File: config.mk
export PLATFORM = sky130hd
export DESIGN_NAME = reset_sequencer
export DESIGN_NICKNAME = d
export VERILOG_FILES = /design/src/core/reset_seq_pkg.sv /design/src/core/reset_sequencer.sv
export SDC_FILE = /design/constraint.sdc
export NUM_CORES = 1
export LEC_CHECK = 0
export ABC_AREA = 1
export BUFFER_PORTS_ARGS = -buffer_cell sky130_fd_sc_hd__buf_4
export CORE_AREA = 8 8 90 92
export DETAILED_ROUTE_END_ITERATION = 7
export DIE_AREA = 0 0 98 100
export GPL_ROUTABILITY_DRIVEN = 0
export GPL_TIMING_DRIVEN = 0
export PLACE_DENSITY = 0.75
export SETUP_SLACK_MARGIN = 0.5
export SKIP_CTS_REPAIR_TIMING = 1
export SLEW_MARGIN = 20
export SYNTH_ARGS = -nofsm -noshare
export SYNTH_HDL_FRONTEND = slang
export SYNTH_SLANG_ARGS = --single-unit
File: constraint.sdc
create_clock -name core_clk -period 1.7 [get_ports core_clk]
set_input_delay 0.34 -clock core_clk [delete_from_list [all_inputs] [get_ports core_clk]]
set_output_delay 0.34 -clock core_clk [all_outputs]
set_load 0.03 [all_outputs]
File: src/core/reset_seq_pkg.sv
// Constants, field layout and carrier types of the reset sequencer.
// Assumes a 50 MHz CPU clock and a 32-bit APB register port.
package reset_seq_pkg;

   // -----------------------------------------------------------------
   // Timing
   // -----------------------------------------------------------------
   localparam int CLK_FREQ_MHZ = 50;
   // Least width of the driven reset pulse, in ns
   localparam int MIN_PULSE_NS = 1000;
   localparam int DELAY_SHORT_CYC = 256;
   localparam int DELAY_LONG_CYC = 4096;
   localparam int FETCH_CYC = 2;
   localparam int CNT_W = 13;

   // -----------------------------------------------------------------
   // Memory map and register layout
   // -----------------------------------------------------------------
   localparam logic [15:0] RESET_VECTOR_ADDR = 16'hFFFE;
   localparam logic [11:0] SUPPLY_CTRL_STATUS_ADDR = 12'h000;
   localparam logic [7:0] SUPPLY_CTRL_STATUS_RESET = 8'h00;
   localparam int IRQ_ENABLE_BIT = 6;
   localparam int EARLY_FLAG_BIT = 5;
   localparam int UNDERVOLT_BIT = 4;
   localparam int PLL_LOCK_BIT = 3;
   localparam int WDG_CAUSE_BIT = 0;

   // -----------------------------------------------------------------
   // Types
   // -----------------------------------------------------------------
   typedef enum logic [2:0] {
      SEQ_ACTIVE, SEQ_DELAY, SEQ_FETCH, SEQ_RUN
   } seq_state_t;

   typedef enum logic [2:0] {
      SRC_POWER, SRC_PIN, SRC_WATCHDOG, SRC_UNDERVOLT, SRC_ILLEGAL
   } reset_src_t;

   typedef struct packed {
      logic psel;
      logic penable;
      logic pwrite;
      logic [11:0] paddr;
      logic [31:0] pwdata;
   } apb_req_t;

   typedef struct packed {
      logic [31:0] prdata;
      logic pready;
      logic pslverr;
   } apb_rsp_t;

   typedef struct packed {
      logic lvd_enable;
      logic [1:0] lvd_level;
      logic long_delay;
   } option_t;

endpackage

File: src/core/reset_sequencer.sv
// Reset sequencer with supply monitor status register.
// Assumes comparator, option and mode inputs synchronous to core_clk,
// except the reset pin, which is caught asynchronously.
//
// Implementation choices: the placing of the registers and the APB interface to the registers.
`timescale 1ns/1ps

// Notes on behaviour
// - Reset requests come from pin, undervoltage, watchdog and illegal op.
// - Reset pin is driven low through the whole stabilisation delay.
// - After reset the vector is fetched from the top two bytes.
// - Sequence: active phase, 256 or 4096 cycle delay by option, fetch.
// - Vector fetch lasts exactly two clock cycles.
// - Low reset pin is caught asynchronously, even with clocks stopped.
// - Recognised pin reset is driven low at least the minimum width.
// - Watchdog underflow drives pin low minimum width and runs sequence.
// - Pin held low while supply is below the undervoltage threshold.
// - Undervoltage detector enable and level come from option setting.
// - Early-warning detector works only with undervoltage detector on.
// - Falling below early-warning threshold sets flag and raises request.
// - Rising above threshold clears flag by hardware with no interrupt.
// - Wait: logic runs and wakes; Halt: live flags and writes frozen, cause flags still set, no wake.
// - Bit 6 enables; flag rise makes pending request, cleared on entry.
// - Bit 5 early-warning flag is read-only, hardware maintained.
// - Bit 4 set on undervoltage reset, cleared by software zero.
// - Bit 3 shows PLL lock, hardware only.
// - Bit 0 set on watchdog reset; cleared by zero, pin or undervoltage reset.
// - Cause flags: pin x/0, watchdog x/1, undervoltage 1/0.
// - Pin or watchdog reset leaves the undervoltage flag untouched.
module reset_sequencer #(
   parameter int MIN_PULSE_NS = reset_seq_pkg::MIN_PULSE_NS,
   parameter int DELAY_SHORT_CYC = reset_seq_pkg::DELAY_SHORT_CYC,
   parameter int DELAY_LONG_CYC = reset_seq_pkg::DELAY_LONG_CYC
) (
   input wire logic core_clk,
   input wire logic rst_n,
   input wire reset_seq_pkg::apb_req_t apb_req,
   output reset_seq_pkg::apb_rsp_t apb_rsp,
   input wire logic rst_pin_in,
   output logic rst_pin_out,
   output logic rst_pin_oe,
   input wire reset_seq_pkg::option_t options,
   input wire logic supply_below_lvd,
   input wire logic supply_below_early,
   input wire logic watchdog_underflow,
   input wire logic illegal_opcode,
   input wire logic pll_locked,
   input wire logic halt_mode,
   input wire logic wait_mode,
   input wire logic irq_entered,
   output logic lvd_enable,
   output logic [1:0] lvd_threshold_sel,
   output logic early_warning_enable,
   output logic core_reset_n,
   output logic vector_fetch,
   output logic [15:0] vector_addr,
   output logic early_warning_irq,
   output logic wait_wakeup
);

   // -----------------------------------------------------------------
   // Derived counts
   // -----------------------------------------------------------------
   localparam int CNT_W = reset_seq_pkg::CNT_W;
   localparam int PULSE_RAW =
      (MIN_PULSE_NS * reset_seq_pkg::CLK_FREQ_MHZ + 999) / 1000;
   localparam int PULSE_CYC = (PULSE_RAW < 1) ? 1 : PULSE_RAW;
   localparam logic [CNT_W-1:0] PULSE_LAST = CNT_W'(PULSE_CYC - 1);
   localparam logic [CNT_W-1:0] SHORT_LAST = CNT_W'(DELAY_SHORT_CYC - 1);
   localparam logic [CNT_W-1:0] LONG_LAST = CNT_W'(DELAY_LONG_CYC - 1);
   localparam logic [CNT_W-1:0] FETCH_LAST =
      CNT_W'(reset_seq_pkg::FETCH_CYC - 1);

   function automatic logic reg_hit(input reset_seq_pkg::apb_req_t r);
      reg_hit = r.paddr == reset_seq_pkg::SUPPLY_CTRL_STATUS_ADDR;
   endfunction

   reset_seq_pkg::seq_state_t state;
   reset_seq_pkg::reset_src_t source;
   logic [CNT_W-1:0] cnt;
   logic pin_clr_n;
   logic pin_meta_n;
   logic pin_sync_n;
   logic lvd_low;
   logic early_low;
   logic event_pulse;
   logic active_done;
   logic delay_done;
   logic fetch_done;
   logic irq_enable;
   logic early_flag;
   logic undervolt_flag;
   logic pll_lock_flag;
   logic wdg_flag;
   logic irq_pending;
   logic wr_en;
   logic rd_setup;
   logic [7:0] status;
   logic [31:0] rd_data;
   logic pin_drive_hold;

   // -----------------------------------------------------------------
   // Option driven detector controls
   // -----------------------------------------------------------------
   assign lvd_enable = options.lvd_enable;
   assign lvd_threshold_sel = options.lvd_level;
   assign early_warning_enable = options.lvd_enable;
   assign lvd_low = options.lvd_enable && supply_below_lvd;
   assign early_low = options.lvd_enable && supply_below_early;

   // -----------------------------------------------------------------
   // Reset pin catch
   // -----------------------------------------------------------------
   // Our own drive is masked so a self-driven low is not read back as
   // an external request; asserts at once, releases through two flops.
   // The mask outlives our drive by one cycle: the pin's rise back to
   // high after release must not glitch the catch into a false reset
   always_ff @(posedge core_clk or negedge rst_n) begin
      if (!rst_n) begin
         pin_drive_hold <= 1'b1;
      end else begin
         pin_drive_hold <= rst_pin_oe;
      end
   end

   assign pin_clr_n = rst_n &&
      (rst_pin_in || rst_pin_oe || pin_drive_hold);

   always_ff @(posedge core_clk or negedge pin_clr_n) begin
      if (!pin_clr_n) begin
         pin_meta_n <= 1'b0;
         pin_sync_n <= 1'b0;
      end else begin
         pin_meta_n <= 1'b1;
         pin_sync_n <= pin_meta_n;
      end
   end

   // Core reset needs no clock edge for a pin-caused entry
   assign core_reset_n = pin_clr_n && pin_sync_n &&
      (state == reset_seq_pkg::SEQ_RUN);

   // -----------------------------------------------------------------
   // Sequencer
   // -----------------------------------------------------------------
   assign event_pulse = watchdog_underflow || illegal_opcode;
   assign active_done = cnt >= PULSE_LAST;
   assign delay_done = cnt ==
      (options.long_delay ? LONG_LAST : SHORT_LAST);
   assign fetch_done = cnt == FETCH_LAST;

   always_ff @(posedge core_clk or negedge rst_n) begin
      if (!rst_n) begin
         state <= reset_seq_pkg::SEQ_ACTIVE;
         cnt <= '0;
      end else if (event_pulse || !pin_sync_n ||
                   (lvd_low && state != reset_seq_pkg::SEQ_ACTIVE)) begin
         // A watchdog or illegal-op request, or any request outside the active phase, restarts the minimum pulse
         state <= reset_seq_pkg::SEQ_ACTIVE;
         if (state != reset_seq_pkg::SEQ_ACTIVE || event_pulse) begin
            cnt <= '0;
         end else if (!active_done) begin
            cnt <= cnt + 1'b1;
         end
      end else begin
         unique case (state)
            reset_seq_pkg::SEQ_ACTIVE: begin
               if (active_done && !lvd_low) begin
                  state <= reset_seq_pkg::SEQ_DELAY;
                  cnt <= '0;
               end else if (!active_done) begin
                  cnt <= cnt + 1'b1;
               end
            end
            reset_seq_pkg::SEQ_DELAY: begin
               if (delay_done) begin
                  state <= reset_seq_pkg::SEQ_FETCH;
                  cnt <= '0;
               end else begin
                  cnt <= cnt + 1'b1;
               end
            end
            reset_seq_pkg::SEQ_FETCH: begin
               if (fetch_done) begin
                  state <= reset_seq_pkg::SEQ_RUN;
                  cnt <= '0;
               end else begin
                  cnt <= cnt + 1'b1;
               end
            end
            reset_seq_pkg::SEQ_RUN: begin
               cnt <= '0;
            end
         endcase
      end
   end

   // Cause of the sequence now running
   always_ff @(posedge core_clk or negedge rst_n) begin
      if (!rst_n) begin
         source <= reset_seq_pkg::SRC_POWER;
      end else if (lvd_low) begin
         source <= reset_seq_pkg::SRC_UNDERVOLT;
      end else if (watchdog_underflow) begin
         source <= reset_seq_pkg::SRC_WATCHDOG;
      end else if (!pin_sync_n) begin
         source <= reset_seq_pkg::SRC_PIN;
      end else if (illegal_opcode) begin
         source <= reset_seq_pkg::SRC_ILLEGAL;
      end
   end

   // -----------------------------------------------------------------
   // Pin drive and vector fetch
   // -----------------------------------------------------------------
   assign rst_pin_out = 1'b0;
   // Open drain: low through active and delay phases
   assign rst_pin_oe = state == reset_seq_pkg::SEQ_ACTIVE ||
      state == reset_seq_pkg::SEQ_DELAY;
   assign vector_fetch = state == reset_seq_pkg::SEQ_FETCH;
   assign vector_addr = reset_seq_pkg::RESET_VECTOR_ADDR |
      {15'h0000, cnt[0]};

   // -----------------------------------------------------------------
   // Register bus
   // -----------------------------------------------------------------
   // No wait state: read data is captured in setup so it leaves a flop
   assign rd_setup = apb_req.psel && !apb_req.penable;
   assign wr_en = apb_req.psel && apb_req.penable && apb_req.pwrite &&
      reg_hit(apb_req) && !halt_mode;
   // One driver for the whole response word
   assign apb_rsp = '{prdata: rd_data,
      pready: apb_req.psel && apb_req.penable,
      pslverr: apb_req.psel && apb_req.penable && !reg_hit(apb_req)};

   always_comb begin
      status = reset_seq_pkg::SUPPLY_CTRL_STATUS_RESET;
      status[reset_seq_pkg::IRQ_ENABLE_BIT] = irq_enable;
      status[reset_seq_pkg::EARLY_FLAG_BIT] = early_flag;
      status[reset_seq_pkg::UNDERVOLT_BIT] = undervolt_flag;
      status[reset_seq_pkg::PLL_LOCK_BIT] = pll_lock_flag;
      status[reset_seq_pkg::WDG_CAUSE_BIT] = wdg_flag;
   end

   always_ff @(posedge core_clk or negedge rst_n) begin
      if (!rst_n) begin
         rd_data <= '0;
      end else if (rd_setup) begin
         rd_data <= reg_hit(apb_req) ? {24'h000000, status} : '0;
      end
   end

   always_ff @(posedge core_clk or negedge rst_n) begin
      if (!rst_n) begin
         irq_enable <= 1'b0;
      end else if (wr_en) begin
         irq_enable <= apb_req.pwdata[reset_seq_pkg::IRQ_ENABLE_BIT];
      end
   end

   // -----------------------------------------------------------------
   // Status flags
   // -----------------------------------------------------------------
   // Halt freezes the live flags; the undervoltage and watchdog cause flags can still be set
   always_ff @(posedge core_clk or negedge rst_n) begin
      if (!rst_n) begin
         early_flag <= 1'b0;
         pll_lock_flag <= 1'b0;
      end else if (!halt_mode) begin
         early_flag <= early_low;
         pll_lock_flag <= pll_locked;
      end
   end

   // Hardware set beats a software clear in the same cycle
   always_ff @(posedge core_clk or negedge rst_n) begin
      if (!rst_n) begin
         undervolt_flag <= 1'b0;
      end else if (lvd_low) begin
         undervolt_flag <= 1'b1;
      end else if (wr_en &&
                   !apb_req.pwdata[reset_seq_pkg::UNDERVOLT_BIT]) begin
         undervolt_flag <= 1'b0;
      end
   end

   always_ff @(posedge core_clk or negedge rst_n) begin
      if (!rst_n) begin
         wdg_flag <= 1'b0;
      end else if (watchdog_underflow && !lvd_low) begin
         wdg_flag <= 1'b1;
      end else if (lvd_low || !pin_sync_n) begin
         wdg_flag <= 1'b0;
      end else if (wr_en &&
                   !apb_req.pwdata[reset_seq_pkg::WDG_CAUSE_BIT]) begin
         wdg_flag <= 1'b0;
      end
   end

   // -----------------------------------------------------------------
   // Early-warning request
   // -----------------------------------------------------------------
   // Only a rise makes a request; recovery is left for software to poll
   always_ff @(posedge core_clk or negedge rst_n) begin
      if (!rst_n) begin
         irq_pending <= 1'b0;
      end else if (!halt_mode && irq_enable && early_low &&
                   !early_flag) begin
         irq_pending <= 1'b1;
      end else if (irq_entered) begin
         irq_pending <= 1'b0;
      end
   end

   assign early_warning_irq = irq_pending && !halt_mode;
   assign wait_wakeup = irq_pending && wait_mode;
endmodule

==> impl_results.rst <==
.. list-table::
   :header-rows: 1

   * - Metric
     - Value
   * - Run status
     - finished with violations
   * - Violations in the final reports
     - hold timing, setup timing
   * - Antenna violations before repair
     - 0
   * - Number of core rows
     - 30
   * - Aggregate global routing overflow
     - 0
   * - DRC viols
     - 0
   * - Worst Path Class, Setup
     - register to output port
   * - Clock tree skew after final layout
     - 7.874 ps
   * - Post-route total power
     - 0.001829 W
   * - Data required, critical path
     - 1360 ps
   * - Area of the core region
     - 6644 um2
   * - Max Slew Vio Count
     - 0
   * - Largest stage delay on the critical path
     - 420 ps
   * - Clk slew on worst S/H paths
     - 70 ps
   * - Cell with the largest stage delay on the worst path
     - dfrtp_2
   * - IR drop worst, VDD
     - 0.2705 mV
   * - Signed area change from the synthesized netlist to the final layout
     - 56.36%
   * - Post-synthesis cell type with the largest combined area
     - dfrtp_1
   * - Top area cells in the synthesized netlist
     - dfrtp_1 (31%), buf_4 (16%), nand2_1 (12%), nand3_1 (7.3%), inv_1 (5.1%)
   * - Dominant synthesized flop cell
     - dfrtp_1
   * - Post-DR vias/cell
     - 4.374
   * - Commonest cells post-synth
     - nand2_1 (74), buf_4 (49), nand3_1 (33), inv_1 (31), dfrtp_1 (28)
   * - Total standard cell area after synthesis
     - 2273 um2
   * - Most numerous cell on the critical path
     - nor2_4
   * - Vertical die dimension
     - 100 um
   * - Most frequent cell after synthesis
     - nand2_1
   * - Global routing usage summed across all routing layers
     - 0.1157
   * - Arrival time worst endpoint
     - 1570 ps
   * - Number of library cell types mapped by synthesis
     - 29
   * - Number of max-cap violations
     - 0
   * - Share of the yosys chip area belonging to registers
     - 0.3198
   * - Largest registers
     - cnt (13), rd_data (5), state (2)
   * - DR iter-0 viols
     - 81
   * - CTS tree
     - done
   * - Relative slew slack
     - 0.5172
   * - Number of buffers inserted by port buffering
     - 47
   * - Sort of element at the end of the critical path
     - output port
   * - Async S/R FF share, synth
     - 1.000
   * - Initial Util
     - 0.3422
   * - Final period util
     - 1.126
   * - Horiz. Die Dim
     - 98 um
   * - Hold Crit Class
     - input pin to asynchronous set/reset pin
   * - Number of nets in the layout
     - 503
   * - Maximum buffer depth of the clock tree
     - 2
   * - Final Hold Viols
     - 2
   * - Flip-flop count of the largest register, all copies and words added
     - 13
   * - Routed wire length
     - 6.578 mm
   * - Fraction of layout cells with a size suffix above 1
     - 0.4656
   * - Hold_ws
     - -50.88 ps
   * - Count of inserted antenna diode cells
     - 0
   * - DPL Wire Length
     - 4.585 mm
   * - Most flop-heavy register
     - cnt
   * - Average cell area after synthesis
     - 7.334 um2
   * - Length of the first detailed-routing pass in iterations
     - 4
   * - Setup repair after global routing missed its margin
     - yes
   * - Number of global-route vias before repair
     - 2,072
   * - DRT antenna net count
     - 0
   * - Sinks on Clock Net
     - 29
   * - EDFF count, synth
     - 0
   * - Clock latency on the worst-skew pair
     - 280 ps
   * - CTS root buf
     - clkbuf_8
   * - Pin count of the biggest net entering global routing
     - 29
   * - CTS H-Tree Depth
     - 2
   * - Syn. warnings
     - 0
   * - Final routed wire length divided by cell count
     - 12.75 um
   * - Post-Layout Cell Count
     - 516
   * - Cell breakdown of the critical path
     - inv_2, ha_4, nor2_4, inv_4, o31ai_4, nor2_4, buf_6
   * - Highest achievable clock rate
     - 0.5225 GHz
   * - Worst Max-Slew Pin Slew
     - 721.9 ps
   * - Gate Count Post-Synth
     - 310
   * - Die Outline Area
     - 9800 um2
   * - Minimum period implied by the final worst setup slack
     - 1914 ps
   * - Routed vias
     - 2,257
   * - Crit start category
     - register
   * - Standard cell area after detailed placement
     - 2947 um2
   * - Wire length of the first global-routing pass
     - 9.425 mm
   * - Fraction of synthesized cell area taken by the top area cell type
     - 0.3082
   * - Crit path max fanout
     - 4
   * - Leakage power
     - 1.863 nW
   * - #FFs+latches synth
     - 29
   * - Power per cell area
     - 514.4 nW/um2
   * - Finished layout cell area
     - 3555 um2
   * - Io pins
     - 122
   * - Count of final setup violators
     - 12
   * - Worst setup slack after placement
     - -26.72 ps
   * - TritonCTS buffer count
     - 5
   * - Setup slack of the critical path after layout
     - -213.9 ps
   * - Cell total after placement
     - 479
-- power breakdown --
group / total, W / switching, W / internal, W
sequential: 0.000721 / 0.0000151 / 0.000706
combinational: 0.000535 / 0.000310 / 0.000225
clock: 0.000573 / 0.000291 / 0.000282
total: 0.00183 / 0.000616 / 0.00121
-- stage by stage --
stage                     utilization  hold WS [ps]  setup TNS, ps
after global routing           0.5350        -47.39          -1675
after floorplan                     -         44.41              0
after detailed placement       0.4435         275.0         -58.11
after global placement         0.4435         271.3              0
final                          0.5350        -50.88         -525.7
after CTS                      0.4565        -32.80         -423.9
-- cell families after synthesis --
kind of cell,after synthesis,synth area share
AO/OA/AOI/OAI,18,0.05449
adder cells (fa/ha/maj),6,0.03302
AND/OR/NAND/NOR,162,0.3269
buffers and inverters,85,0.2317
XOR/XNOR,8,0.03082
other,2,0.003303
flip-flops,29,0.3198
-- routing by layer --
layer | global-route usage | part of all wire
met3 | 0.03529 | 0.084
met5 | 0 | 0
met1 | 0.1253 | 0.37
met2 | 0.2102 | 0.53
met4 | 0.03717 | 0.011
-- final timing paths --
| path | from | to | slack (ps) | cells after the start |
|---|---|---|---|---|
| setup / recovery | state[0]$_DFFE_PN0P_ | core_reset_n | -210 | 7 |
| hold / removal | rst_pin_in | pin_sync_n$_DFF_PN0_ | -50 | 3 |
| setup reg to reg | cnt[1]$_DFF_PN0_ | cnt[1]$_DFF_PN0_ | -80 | 12 |
| hold reg to reg | pin_meta_n$_DFF_PN0_ | pin_sync_n$_DFF_PN0_ | 350 | 0 |
| max in group asynchronous | rst_n | cnt[0]$_DFF_PN0_ | 490 | 2 |
| min in group core_clk | irq_entered | irq_pending$_DFFE_PN0P_ | 230 | 2 |
-- layout by cell type, fill, tap and decap left out, types with 2 or more instances in the layout --
master,Yosys,layout
buf_4,49,101
buf_6,3,24
clkbuf_8,0,5
clkinv_2,0,2
conb_1,2,44
dfrtp_1,28,23
dfrtp_2,0,5
dlygate4sd3_1,0,2
ha_4,0,5
inv_1,31,24
inv_2,1,6
inv_4,0,2
nand2_1,74,68
nand2_2,7,10
nand2_4,0,3
nand3_1,33,22
nand3_2,2,11
nand3_4,0,2
nand3b_1,4,4
nand4_1,8,8
nor2_1,26,16
nor2_2,3,7
nor2_4,2,8
o21ai_0,12,10
xnor2_1,3,3
xor2_1,5,5
-- layout make-up --
type,count,area (um2)
Fill cell,591,3089
Multi-Input combinational cell,238,1436
Sequential cell,29,733.2
Timing Repair Buffer,76,663.1
Buffer,53,410.4
Inverter,32,125.1
Tap cell,80,100.1
Clock buffer,5,68.82
Clock inverter,3,17.52
-- worst max-delay path: cells and delay by family, from the launching register on --
kind / cells / cell delay, ps
flip-flops: 1 / 420
AO/OA/AOI/OAI: 1 / 290
buffers and inverters: 3 / 260
adder cells (fa/ha/maj): 1 / 170
AND/OR/NAND/NOR: 2 / 160
(Power assumes the default switching activity.)
